[src/rtl/pmicrg_pkg.sv]
// Constants shared by the power-control and clock register bank.
// Assumes a 40 MHz system clock and 32-bit register bus words.
`default_nettype none
package pmicrg_pkg;
  // ****************************************************************
  // Register indices (byte address is four times the index)
  // ****************************************************************
  localparam logic [5:0] IDX_POWER_CONTROL_THIRD = 6'h0f;
  localparam logic [5:0] IDX_UNUSED_WORD_A = 6'h10;
  localparam logic [5:0] IDX_UNUSED_WORD_B = 6'h11;
  localparam logic [5:0] IDX_BACKUP_SCRATCH_FIRST = 6'h12;
  localparam logic [5:0] IDX_BACKUP_SCRATCH_SECOND = 6'h13;
  localparam logic [5:0] IDX_CLOCK_TIME_OF_DAY = 6'h14;
  localparam logic [5:0] IDX_CLOCK_TIME_ALARM = 6'h15;
  localparam int ADDR_W = 8;
  localparam int REG_W = 24;

  // ****************************************************************
  // Field positions of the third power-control word
  // ****************************************************************
  localparam int POS_AUTO_RESTART = 0;
  localparam int POS_BUTTON_RESET = 1;
  localparam int POS_DEBOUNCE = 4;
  localparam int POS_STANDBY_INV = 10;
  localparam int POS_STANDBY_SEC_INV = 11;
  localparam int POS_WATCHDOG_RESET = 12;
  localparam int POS_SERIAL_DRIVE = 13;
  localparam int POS_SLOW_CLOCK_DRIVE = 17;
  localparam int POS_STANDBY_DELAY = 22;
  localparam logic [23:0] MASK_POWER_CONTROL = 24'hc67fff;
  localparam logic [23:0] RST_POWER_CONTROL = 24'h400000;
  localparam logic [1:0] RST_STANDBY_DELAY = 2'h1;

  // ****************************************************************
  // Clock word and alarm word layout
  // ****************************************************************
  localparam int TIME_COUNT_W = 17;
  localparam int POS_CALIBRATION_COUNT = 17;
  localparam int POS_CALIBRATION_MODE = 22;
  localparam int POS_CLOCK_DISABLE = 23;
  localparam logic [23:0] RST_CLOCK_TIME_ALARM = 24'h01ffff;
  localparam logic [16:0] TIME_COUNT_LAST = 17'h1517f;

  // ****************************************************************
  // Timing
  // ****************************************************************
  localparam int CLK_MHZ = 40;
  localparam int TICK_PERIOD_US = 1000;
  localparam int TICK_CYCLES = TICK_PERIOD_US * CLK_MHZ;
  localparam int SECOND_US = 1000000;
  localparam int SECOND_CYCLES = SECOND_US * CLK_MHZ;
  localparam int DEBOUNCE_W = 10;
  localparam logic [DEBOUNCE_W-1:0] DEBOUNCE_MS_0 = 10'h001;
  localparam logic [DEBOUNCE_W-1:0] DEBOUNCE_MS_1 = 10'h01e;
  localparam logic [DEBOUNCE_W-1:0] DEBOUNCE_MS_2 = 10'h064;
  localparam logic [DEBOUNCE_W-1:0] DEBOUNCE_MS_3 = 10'h1f4;

  // ****************************************************************
  // Bus answers
  // ****************************************************************
  localparam logic [1:0] RESP_OKAY = 2'h0;
  localparam logic [1:0] RESP_SLVERR = 2'h2;
endpackage : pmicrg_pkg
`default_nettype wire

[src/rtl/pmicrg_debounce.sv]
// Debounce filter for one synchronised power-button level.
// Assumes a one-cycle millisecond enable from the parent's divider.
`default_nettype none
module pmicrg_debounce (
  // Clock and reset
  input wire logic clk_sys_in,
  input wire logic rst_n_in,
  // Timing and selection
  input wire logic tick_in,
  input wire logic [1:0] select_in,
  // Level in and out
  input wire logic raw_in,
  output logic stable_out
);
  import pmicrg_pkg::*;

  typedef struct packed {
    logic stable;
    logic [DEBOUNCE_W-1:0] count;
  } pmicrg_deb_t;

  pmicrg_deb_t st;
  pmicrg_deb_t next_st;
  logic [DEBOUNCE_W-1:0] limit;

  always_comb begin
    unique case (select_in)
      2'h0: limit = DEBOUNCE_MS_0;
      2'h1: limit = DEBOUNCE_MS_1;
      2'h2: limit = DEBOUNCE_MS_2;
      2'h3: limit = DEBOUNCE_MS_3;
    endcase
  end

  // Level must hold for the selected time before it is accepted
  always_comb begin
    next_st = st;
    if (raw_in == st.stable) begin
      next_st.count = '0;
    end else if (tick_in) begin
      if (st.count + 10'h001 >= limit) begin
        next_st.stable = raw_in;
        next_st.count = '0;
      end else begin
        next_st.count = st.count + 10'h001;
      end
    end
  end

  always_ff @(posedge clk_sys_in or negedge rst_n_in) begin
    if (!rst_n_in) begin
      st <= '0;
    end else begin
      st <= next_st;
    end
  end

  assign stable_out = st.stable;
endmodule : pmicrg_debounce
`default_nettype wire

[src/rtl/pmicrg_regs.sv]
// Power-control, backup scratch and time-of-day register bank.
// Assumes an AXI4-Lite master on clk_sys_in; pins arrive asynchronously.
//
// What this block does
// - Restart-enable set makes the device restart power-up after a system reset.
// - With its enable set, the first power button causes a system reset.
// - With its enable set, the second power button causes a system reset.
// - With its enable set, the third power button causes a system reset.
// - Each power button is debounced; a two-bit field selects each time.
// - Polarity bit set treats the primary standby input as active low.
// - Polarity bit set treats the secondary standby input as active low.
// - Watchdog reset enable; cleared by system reset and by power-on reset.
// - Two-bit field sets shared slow-clock drive strength; power-on reset clears it.
`default_nettype none
module pmicrg_regs #(
  parameter int TICK_CYCLES_P = pmicrg_pkg::TICK_CYCLES,
  parameter int SECOND_CYCLES_P = pmicrg_pkg::SECOND_CYCLES
) (
  // Clock and backup-domain power-on reset
  input wire logic clk_sys_in,
  input wire logic rst_n_in,
  // AXI4-Lite write address and data
  input wire logic [pmicrg_pkg::ADDR_W-1:0] s_axi_awaddr_in,
  input wire logic s_axi_awvalid_in,
  output logic s_axi_awready_out,
  input wire logic [31:0] s_axi_wdata_in,
  input wire logic [3:0] s_axi_wstrb_in,
  input wire logic s_axi_wvalid_in,
  output logic s_axi_wready_out,
  // AXI4-Lite write response
  output logic [1:0] s_axi_bresp_out,
  output logic s_axi_bvalid_out,
  input wire logic s_axi_bready_in,
  // AXI4-Lite read
  input wire logic [pmicrg_pkg::ADDR_W-1:0] s_axi_araddr_in,
  input wire logic s_axi_arvalid_in,
  output logic s_axi_arready_out,
  output logic [31:0] s_axi_rdata_out,
  output logic [1:0] s_axi_rresp_out,
  output logic s_axi_rvalid_out,
  input wire logic s_axi_rready_in,
  // Device pins
  input wire logic power_button_first_n_in,
  input wire logic power_button_second_n_in,
  input wire logic power_button_third_n_in,
  input wire logic standby_in,
  input wire logic secondary_standby_input_in,
  input wire logic watchdog_input_n_in,
  input wire logic system_reset_line_n_in,
  // Control outputs
  output logic system_reset_request_out,
  output logic restart_request_out,
  output logic standby_active_out,
  output logic secondary_standby_active_out,
  output logic [1:0] serial_port_drive_strength_out,
  output logic [1:0] slow_clock_drive_strength_out,
  output logic [1:0] standby_delay_select_out,
  output logic alarm_event_out
);
  import pmicrg_pkg::*;

  // ****************************************************************
  // State
  // ****************************************************************
  typedef struct packed {
    logic [6:0] sync1;
    logic [6:0] sync2;
    logic reset_line_prev;
    logic restart;
    logic alarm;
    logic [15:0] tick_div;
    logic tick;
    logic [26:0] sec_div;
    logic [23:0] power_control;
    logic [23:0] scratch_first;
    logic [23:0] scratch_second;
    logic [23:0] time_word;
    logic [23:0] alarm_word;
    logic aw_got;
    logic [ADDR_W-1:0] aw_addr;
    logic w_got;
    logic [31:0] w_data;
    logic [3:0] w_strb;
    logic bvalid;
    logic [1:0] bresp;
    logic rvalid;
    logic [31:0] rdata;
    logic [1:0] rresp;
  } pmicrg_state_t;

  pmicrg_state_t st;
  pmicrg_state_t next_st;
  logic [2:0] pressed;
  logic [2:0] button_enable;
  logic [26:0] sec_limit;
  logic [5:0] w_index;
  logic [5:0] r_index;
  logic w_ok;
  logic r_ok;
  logic [23:0] read_word;

  function automatic logic [23:0] merge(input logic [23:0] old, input logic [31:0] data,
                                        input logic [3:0] strb, input logic [23:0] mask);
    logic [23:0] bytes;
    bytes = {{8{strb[2]}}, {8{strb[1]}}, {8{strb[0]}}};
    merge = (old & ~(bytes & mask)) | (data[23:0] & bytes & mask);
  endfunction : merge

  // ****************************************************************
  // Button filters
  // ****************************************************************
  assign button_enable = st.power_control[POS_BUTTON_RESET +: 3];

  generate
    for (genvar i = 0; i < 3; i++) begin : g_button
      pmicrg_debounce u_debounce (
        .clk_sys_in(clk_sys_in),
        .rst_n_in(rst_n_in),
        .tick_in(st.tick),
        .select_in(st.power_control[POS_DEBOUNCE + 2 * i +: 2]),
        .raw_in(~st.sync2[i]),
        .stable_out(pressed[i])
      );
    end
  endgenerate

  // ****************************************************************
  // Address decode
  // ****************************************************************
  assign w_index = st.aw_addr[7:2];
  assign r_index = s_axi_araddr_in[7:2];
  assign w_ok = (st.aw_addr[1:0] == 2'h0) && (w_index >= IDX_POWER_CONTROL_THIRD) &&
                (w_index <= IDX_CLOCK_TIME_ALARM);
  assign r_ok = (s_axi_araddr_in[1:0] == 2'h0) && (r_index >= IDX_POWER_CONTROL_THIRD) &&
                (r_index <= IDX_CLOCK_TIME_ALARM);

  always_comb begin
    unique case (r_index)
      IDX_POWER_CONTROL_THIRD: read_word = st.power_control;
      IDX_BACKUP_SCRATCH_FIRST: read_word = st.scratch_first;
      IDX_BACKUP_SCRATCH_SECOND: read_word = st.scratch_second;
      IDX_CLOCK_TIME_OF_DAY: read_word = st.time_word;
      IDX_CLOCK_TIME_ALARM: read_word = st.alarm_word;
      default: read_word = 24'h000000;
    endcase
  end

  // Calibration shifts the second period by a signed count
  assign sec_limit = (st.time_word[POS_CALIBRATION_MODE +: 2] == 2'h0) ?
    27'(SECOND_CYCLES_P - 1) :
    27'(SECOND_CYCLES_P - 1 + int'($signed(st.time_word[POS_CALIBRATION_COUNT +: 5])));

  // ****************************************************************
  // Next state
  // ****************************************************************
  always_comb begin
    next_st = st;
    next_st.sync1 = {~system_reset_line_n_in, watchdog_input_n_in, secondary_standby_input_in,
                     standby_in, power_button_third_n_in, power_button_second_n_in,
                     power_button_first_n_in};
    next_st.sync2 = st.sync1;
    next_st.restart = 1'b0;
    next_st.alarm = 1'b0;

    // Millisecond enable for the filters
    next_st.tick = 1'b0;
    if (st.tick_div == 16'(TICK_CYCLES_P - 1)) begin
      next_st.tick_div = '0;
      next_st.tick = 1'b1;
    end else begin
      next_st.tick_div = st.tick_div + 16'h0001;
    end

    // Time of day counts seconds while the clock is enabled
    if (!st.alarm_word[POS_CLOCK_DISABLE]) begin
      if (st.sec_div >= sec_limit) begin
        next_st.sec_div = '0;
        if (st.time_word[TIME_COUNT_W-1:0] == TIME_COUNT_LAST) begin
          next_st.time_word[TIME_COUNT_W-1:0] = '0;
        end else begin
          next_st.time_word[TIME_COUNT_W-1:0] = st.time_word[TIME_COUNT_W-1:0] + 17'h00001;
        end
        if (next_st.time_word[TIME_COUNT_W-1:0] == st.alarm_word[TIME_COUNT_W-1:0]) begin
          next_st.alarm = 1'b1;
        end
      end else begin
        next_st.sec_div = st.sec_div + 27'h0000001;
      end
    end

    // Restart after the system reset line is released
    next_st.reset_line_prev = st.sync2[6];
    if (st.reset_line_prev && !st.sync2[6] && st.power_control[POS_AUTO_RESTART]) begin
      next_st.restart = 1'b1;
    end

    // Write channel capture
    if (s_axi_awvalid_in && s_axi_awready_out) begin
      next_st.aw_got = 1'b1;
      next_st.aw_addr = s_axi_awaddr_in;
    end
    if (s_axi_wvalid_in && s_axi_wready_out) begin
      next_st.w_got = 1'b1;
      next_st.w_data = s_axi_wdata_in;
      next_st.w_strb = s_axi_wstrb_in;
    end
    if (st.aw_got && st.w_got && !st.bvalid) begin
      next_st.aw_got = 1'b0;
      next_st.w_got = 1'b0;
      next_st.bvalid = 1'b1;
      next_st.bresp = w_ok ? RESP_OKAY : RESP_SLVERR;
      // Refused addresses leave every register untouched
      if (w_ok) begin
        unique case (w_index)
          IDX_POWER_CONTROL_THIRD: begin
            next_st.power_control = merge(st.power_control, st.w_data, st.w_strb,
                                          MASK_POWER_CONTROL);
          end
          IDX_BACKUP_SCRATCH_FIRST: begin
            next_st.scratch_first = merge(st.scratch_first, st.w_data, st.w_strb,
                                          24'hffffff);
          end
          IDX_BACKUP_SCRATCH_SECOND: begin
            next_st.scratch_second = merge(st.scratch_second, st.w_data, st.w_strb,
                                           24'hffffff);
          end
          IDX_CLOCK_TIME_OF_DAY: begin
            next_st.time_word = merge(st.time_word, st.w_data, st.w_strb, 24'hffffff);
            next_st.sec_div = '0;
          end
          IDX_CLOCK_TIME_ALARM: begin
            next_st.alarm_word = merge(st.alarm_word, st.w_data, st.w_strb, 24'hffffff);
          end
          default: begin
          end
        endcase
      end
    end else if (st.bvalid && s_axi_bready_in) begin
      next_st.bvalid = 1'b0;
    end

    // Read channel
    if (s_axi_arvalid_in && s_axi_arready_out) begin
      next_st.rvalid = 1'b1;
      next_st.rdata = r_ok ? {8'h00, read_word} : 32'h00000000;
      next_st.rresp = r_ok ? RESP_OKAY : RESP_SLVERR;
    end else if (st.rvalid && s_axi_rready_in) begin
      next_st.rvalid = 1'b0;
    end

    // System reset clears the watchdog enable and reloads the delay field; scratch words stay
    if (st.sync2[6]) begin
      next_st.power_control[POS_WATCHDOG_RESET] = 1'b0;
      next_st.power_control[POS_STANDBY_DELAY +: 2] = RST_STANDBY_DELAY;
    end
  end

  // ****************************************************************
  // Registers
  // ****************************************************************
  always_ff @(posedge clk_sys_in or negedge rst_n_in) begin
    if (!rst_n_in) begin
      st <= '0;
      st.sync1 <= 7'h27;
      st.sync2 <= 7'h27;
      st.power_control <= RST_POWER_CONTROL;
      st.alarm_word <= RST_CLOCK_TIME_ALARM;
    end else begin
      st <= next_st;
    end
  end

  // ****************************************************************
  // Outputs
  // ****************************************************************
  assign s_axi_awready_out = !st.aw_got && !st.bvalid;
  assign s_axi_wready_out = !st.w_got && !st.bvalid;
  assign s_axi_bvalid_out = st.bvalid;
  assign s_axi_bresp_out = st.bresp;
  assign s_axi_arready_out = !st.rvalid;
  assign s_axi_rvalid_out = st.rvalid;
  assign s_axi_rdata_out = st.rdata;
  assign s_axi_rresp_out = st.rresp;

  assign system_reset_request_out = |(pressed & button_enable) |
    (st.power_control[POS_WATCHDOG_RESET] && !st.sync2[5]);
  assign restart_request_out = st.restart;
  assign standby_active_out = st.sync2[3] ^ st.power_control[POS_STANDBY_INV];
  assign secondary_standby_active_out =
    st.sync2[4] ^ st.power_control[POS_STANDBY_SEC_INV];
  assign serial_port_drive_strength_out = st.power_control[POS_SERIAL_DRIVE +: 2];
  assign slow_clock_drive_strength_out = st.power_control[POS_SLOW_CLOCK_DRIVE +: 2];
  assign standby_delay_select_out = st.power_control[POS_STANDBY_DELAY +: 2];
  assign alarm_event_out = st.alarm;
endmodule : pmicrg_regs
`default_nettype wire
[config.mk]
export PLATFORM = sky130hd
export DESIGN_NAME = pmicrg_regs
export DESIGN_NICKNAME = d
export VERILOG_FILES = /design/src/rtl/pmicrg_pkg.sv /design/src/rtl/pmicrg_debounce.sv /design/src/rtl/pmicrg_regs.sv
export SDC_FILE = /design/constraint.sdc
export NUM_CORES = 1
export LEC_CHECK = 0
export ABC_AREA = 1
export BUFFER_PORTS_ARGS = -buffer_cell sky130_fd_sc_hd__buf_2
export CAP_MARGIN = 20
export CELL_PAD_IN_SITES_DETAIL_PLACEMENT = 1
export CELL_PAD_IN_SITES_GLOBAL_PLACEMENT = 1
export CORE_ASPECT_RATIO = 1.5
export CORE_MARGIN = 2
export CORE_UTILIZATION = 45
export DETAILED_ROUTE_END_ITERATION = 16
export PLACE_DENSITY = 0.84
export SETUP_SLACK_MARGIN = 0.3
export SYNTH_ARGS = -nofsm -noshare
export SYNTH_HDL_FRONTEND = slang
export SYNTH_SLANG_ARGS = --single-unit
[constraint.sdc]
create_clock -name clk_sys_in -period 3.65 [get_ports clk_sys_in]
set_input_delay 0 -clock clk_sys_in [delete_from_list [all_inputs] [get_ports clk_sys_in]]
set_output_delay 0 -clock clk_sys_in [all_outputs]
set_load 0.05 [all_outputs]
==> impl_summary.log <==
[metrics] power dissipated by switching net loads: 2.676 mW
[metrics] width of the die: 152.2 um
[metrics] Placed Cells incl. Taps: around 2,400
[metrics] Post-synth top flop: dfrtp_1
[metrics] minimum hold slack: 0.02087 ns
[metrics] total die area: 0.03444 mm2
[metrics] register area: approximately 0.0069 mm2
[metrics] post-synthesis xor/xnor area fraction: 0.02895
[metrics] largest voltage drop on the vdd net: just over 0.0004 V
[metrics] Sw Share: 0.3269
[metrics] maximum clock rate: between 0.3 and 0.4 GHz
[metrics] crit path buf inv count: 2
[metrics] vias in the first global route: 14,300
[metrics] synthesized instance count: ~1,900
[metrics] number of cell rows: between 80 and 90
[metrics] type of destination of the critical path: flip-flop
[metrics] cell taking the most area after synthesis: dfrtp_1
[metrics] Least-Margin Pin Slew: between 1 and 1.5 ns
[metrics] average cell area after synthesis: just under 8 um2
[metrics] proportion of synthesized area in mux cells: 0.003038
[metrics] Num Clock Sinks: about 270
[metrics] Compound-Gate Fraction of Synth Area: 0.1047
[metrics] CP Max Fanout: 21
[metrics] count of distinct cell types in the synthesized netlist: 50
[metrics] area of the multi-input gates: 0.006479 mm2
[metrics] sum of internal, switching and leakage power: just over 8 mW
[metrics] Internal: roughly 5.5 mW
[metrics] DR vias/cell: approximately 5.4
[metrics] post-route worst setup slack: between 0.5 and 0.6 ns
[metrics] TritonCTS clock tree: yes
[metrics] series of cell instances along the critical path: inv_1 -> ha_1 -> nand2_1 -> nor2_1 -> inv_1 -> ha_1 -> nor2_1 -> ha_1 -> nand2_1 -> nor2_1 -> nand4_1 -> nor2_1 -> nand2_1 -> nand3_1 -> nand2_1 -> nand2_4 -> o21ai_1 -> nand2_1 -> nand2_1
[metrics] overall fraction of global-route tracks in use: 0.2628
[metrics] Cell Pwr Density: 483.1 mW/mm2
[metrics] largest net degree at the start of global routing: just under 100
[metrics] detailed-route DRC error count: 0
[metrics] wire length of the first global-routing pass: 73.37 mm
[metrics] Final Cycle Share: 0.8515
[metrics] post-synthesis sequential element count: approximately 270
[metrics] critical path start-end classification: flip-flop to flip-flop
[metrics] final setup violating endpoints: 0
[metrics] max-cap viol count: 0
[metrics] overflow left after global routing: 0
[metrics] cell types with the largest area share after synthesis: dfrtp_1 (42%), nand2_1 (13%), inv_1 (6.6%)
[metrics] clock share of power: 0.366
[metrics] initial antenna violation count: 0
[metrics] Final TNS setup: 0 ns
[metrics] post-route non-filler standard cell count: 2,450
[metrics] Clock Tree Root: clkbuf_16
[metrics] hold crit path type: primary input to flip-flop
[metrics] area share of and/or/nand/nor cells after synthesis: 0.2578
[metrics] DRT Wirelength: approximately 45 mm
[metrics] number of buffers created by CTS: 28
[metrics] part of the total power dissipated in combinational logic: 0.186
[metrics] Crit path required time: between 4 and 5 ns
[metrics] post-CTS clock slew at the launch and capture registers of the worst setup and hold paths: 0.06 ns
[metrics] detailed-route wire length per cell: roughly 18 um
[metrics] clock insertion delay at the later pin of the skew report: around 0.58 ns
[metrics] delay contributed by the slowest stage of the critical path: about 0.40 ns
[metrics] synth-to-layout area growth: 14.27%
[metrics] initial standard-cell utilization of the core: 0.4557
[metrics] max_slew headroom: 0.2646
[metrics] final hold violations: 0
[metrics] number of routed nets with antenna violations: 0
[metrics] vias: around 13,000
[metrics] DIE HEIGHT: ~230 um
[metrics] Synth Area in Adders: 0.03798
[metrics] main combinational cell family by area after synthesis: simple AND/OR/NAND/NOR gates
[metrics] nets: between 2,000 and 2,500
[metrics] Placement Cell Area: 0.01550 mm2
[metrics] minimum clock period: between 3 and 4 ns
[metrics] utilization after layout: 0.5207
[metrics] share of layout cells above drive strength 1: 0.1150
[metrics] worst setup slack after placement: 0.4689 ns
[metrics] count of buffers from port buffering: 98
[metrics] number of slew-limit violations in the final report: 0
[metrics] delay-heaviest family, CP: simple AND/OR/NAND/NOR gates
[metrics] Clock Skews: approximately 0.021 ns
[metrics] reported leakage power: between 8 and 9 nW
[metrics] number of buffers inserted by post-CTS setup repair: 0
[metrics] Most Frequent Cell on Critical Path: nand2_1
[metrics] core region area: between 0.03 and 0.04 mm2
[metrics] YS warnings: 0
[metrics] I/O pin cnt: between 100 and 150
[metrics] Post-synth EDFFs: 0
[metrics] cell area after technology mapping: ~0.015 mm2
[metrics] diode insertion count for antenna repair: 0
[metrics] RSZ-0062 raised after global routing: true
[metrics] Non-Filler Cell Area, Final: approximately 0.017 mm2
[metrics] clock tree buffer depth: 3
[metrics] layout filler cell count: 4,016
[metrics] 1st-iter DRT viols: 666
[metrics] CP max-delay cell: dfrtp_1
[metrics] portion of total power attributed to sequential cells: 0.448
[metrics] detailed placement HPWL: ~31 mm
[metrics] top cell type's share of synthesized area: 0.4186
[metrics] Critical Path Source Type: flip-flop
[metrics] run status: completed
[metrics] share of synthesized flip-flops with an asynchronous set or reset: 1.000
[metrics] endpoint arrival time on the critical path: around 3.6 ns
[metrics] Placer Congestion: 0.9175
[metrics] DR pass1 iterations: 5
[metrics] CTS HTree Levels: 1
[metrics] fraction of the yosys area taken by sequential cells: 0.4647
[tightest hold or removal path, stage by stage]
cell	delay (ns)
buf_2	0.08
nand2_1	0.05
buf_4	0.27
nand2_1	0.11
nand2_1	0.04
[power by group through the flow]
| stage | Sequential (mW) | Combinational, mW | Clock, mW |
|---|---|---|---|
| global placement | 3.68 | 1.38 | 0 |
| detailed placement | 3.70 | 1.45 | 0 |
| global route | 3.69 | 1.69 | 3.17 |
| floorplan | 3.61 | 1.03 | 0 |
| CTS | 3.65 | 1.51 | 3.05 |
| finish | 3.67 | 1.52 | 3.00 |
[synth_stat cells (all sizes together), types with 3 or more instances]
cell    number
nand3b      18
buf         68
o21ai      133
nor3b        4
inv        262
mux2         4
dfstp       26
dfrtp      248
nor2       200
o31ai        3
or2          4
nand3       86
o211ai       8
o21bai       3
o22ai       27
o21a         4
ha          45
xnor2        4
a21oi      100
xor2        45
clkbuf      20
nand2      515
nor3        36
nand4       25
[worst paths after layout]
check	startpoint	endpoint	slack [ns]	depth (start not counted)
min reg2reg	next_st[255]	st[255]	0.35	0
max reg2reg	flip-flop	flip-flop	0.54	19
max	flip-flop	flip-flop	0.54	19
min	s_axi_arvalid_in	s_axi_rdata_out[12]	0.02	5
min in group asynchronous	rst_n_in	st[236]	0.08	2
max in group asynchronous	rst_n_in	async pin	2.51	3
[cell families (layout without fill, tap and decap cells)]
group / after synthesis / in the layout
buffers and inverters: 351 / 476
xor gates and xnor gates: 49 / 49
adders and majority gates: 45 / 45
AOI/OAI and AO/OA: 287 / 287
and+or+nand+nor: 890 / 890
DFF: 274 / 274
other: 1 / 10
muxes: 4 / 4
[layout by cell type, fill, tap and decap left out, types with 10 or more instances in the layout]
master / netlist / layout
nand3b_1: 18 / 18
nor3_1: 34 / 34
ha_1: 45 / 45
o21ai_1: 63 / 64
nand4_1: 22 / 22
dfstp_2: 26 / 26
clkbuf_16: 0 / 29
buf_2: 24 / 97
o21ai_0: 70 / 69
dlygate4sd3_1: 0 / 49
xor2_1: 45 / 45
conb_1: 1 / 10
nand3_1: 83 / 82
dfrtp_1: 248 / 248
a21oi_1: 98 / 98
nor2_1: 188 / 186
o22ai_1: 27 / 27
inv_1: 260 / 260
buf_4: 42 / 15
nand2_1: 504 / 503
[timing repair]
item	4_1_cts	5_1_grt
endpoints found under the hold margin	146	0
endpoints found under the setup margin	0	9
hold buffers	49	0
resized for setup	0	3
[cell type report]
class | count | share of cell area
Inverter | 263 | 0.05827
Sequential cell | 274 | 0.4066
Timing Repair Buffer | 163 | 0.06632
Clock buffer | 39 | 0.04860
Clock inverter | 11 | 0.007090
Multi-Input combinational cell | 1285 | 0.3824
Tap cell | 415 | 0.03065
[routing by layer]
metal  GRT usage  vias to the layer above  routed length (um)
met5           0                        -                   0
met4      0.1103                        0                1741
met3     0.02504                      107                1238
met2      0.5001                      266               24010
met1      0.2999                     6540               17860
li1            -                     6226                   -
(Power assumes the default switching activity.)
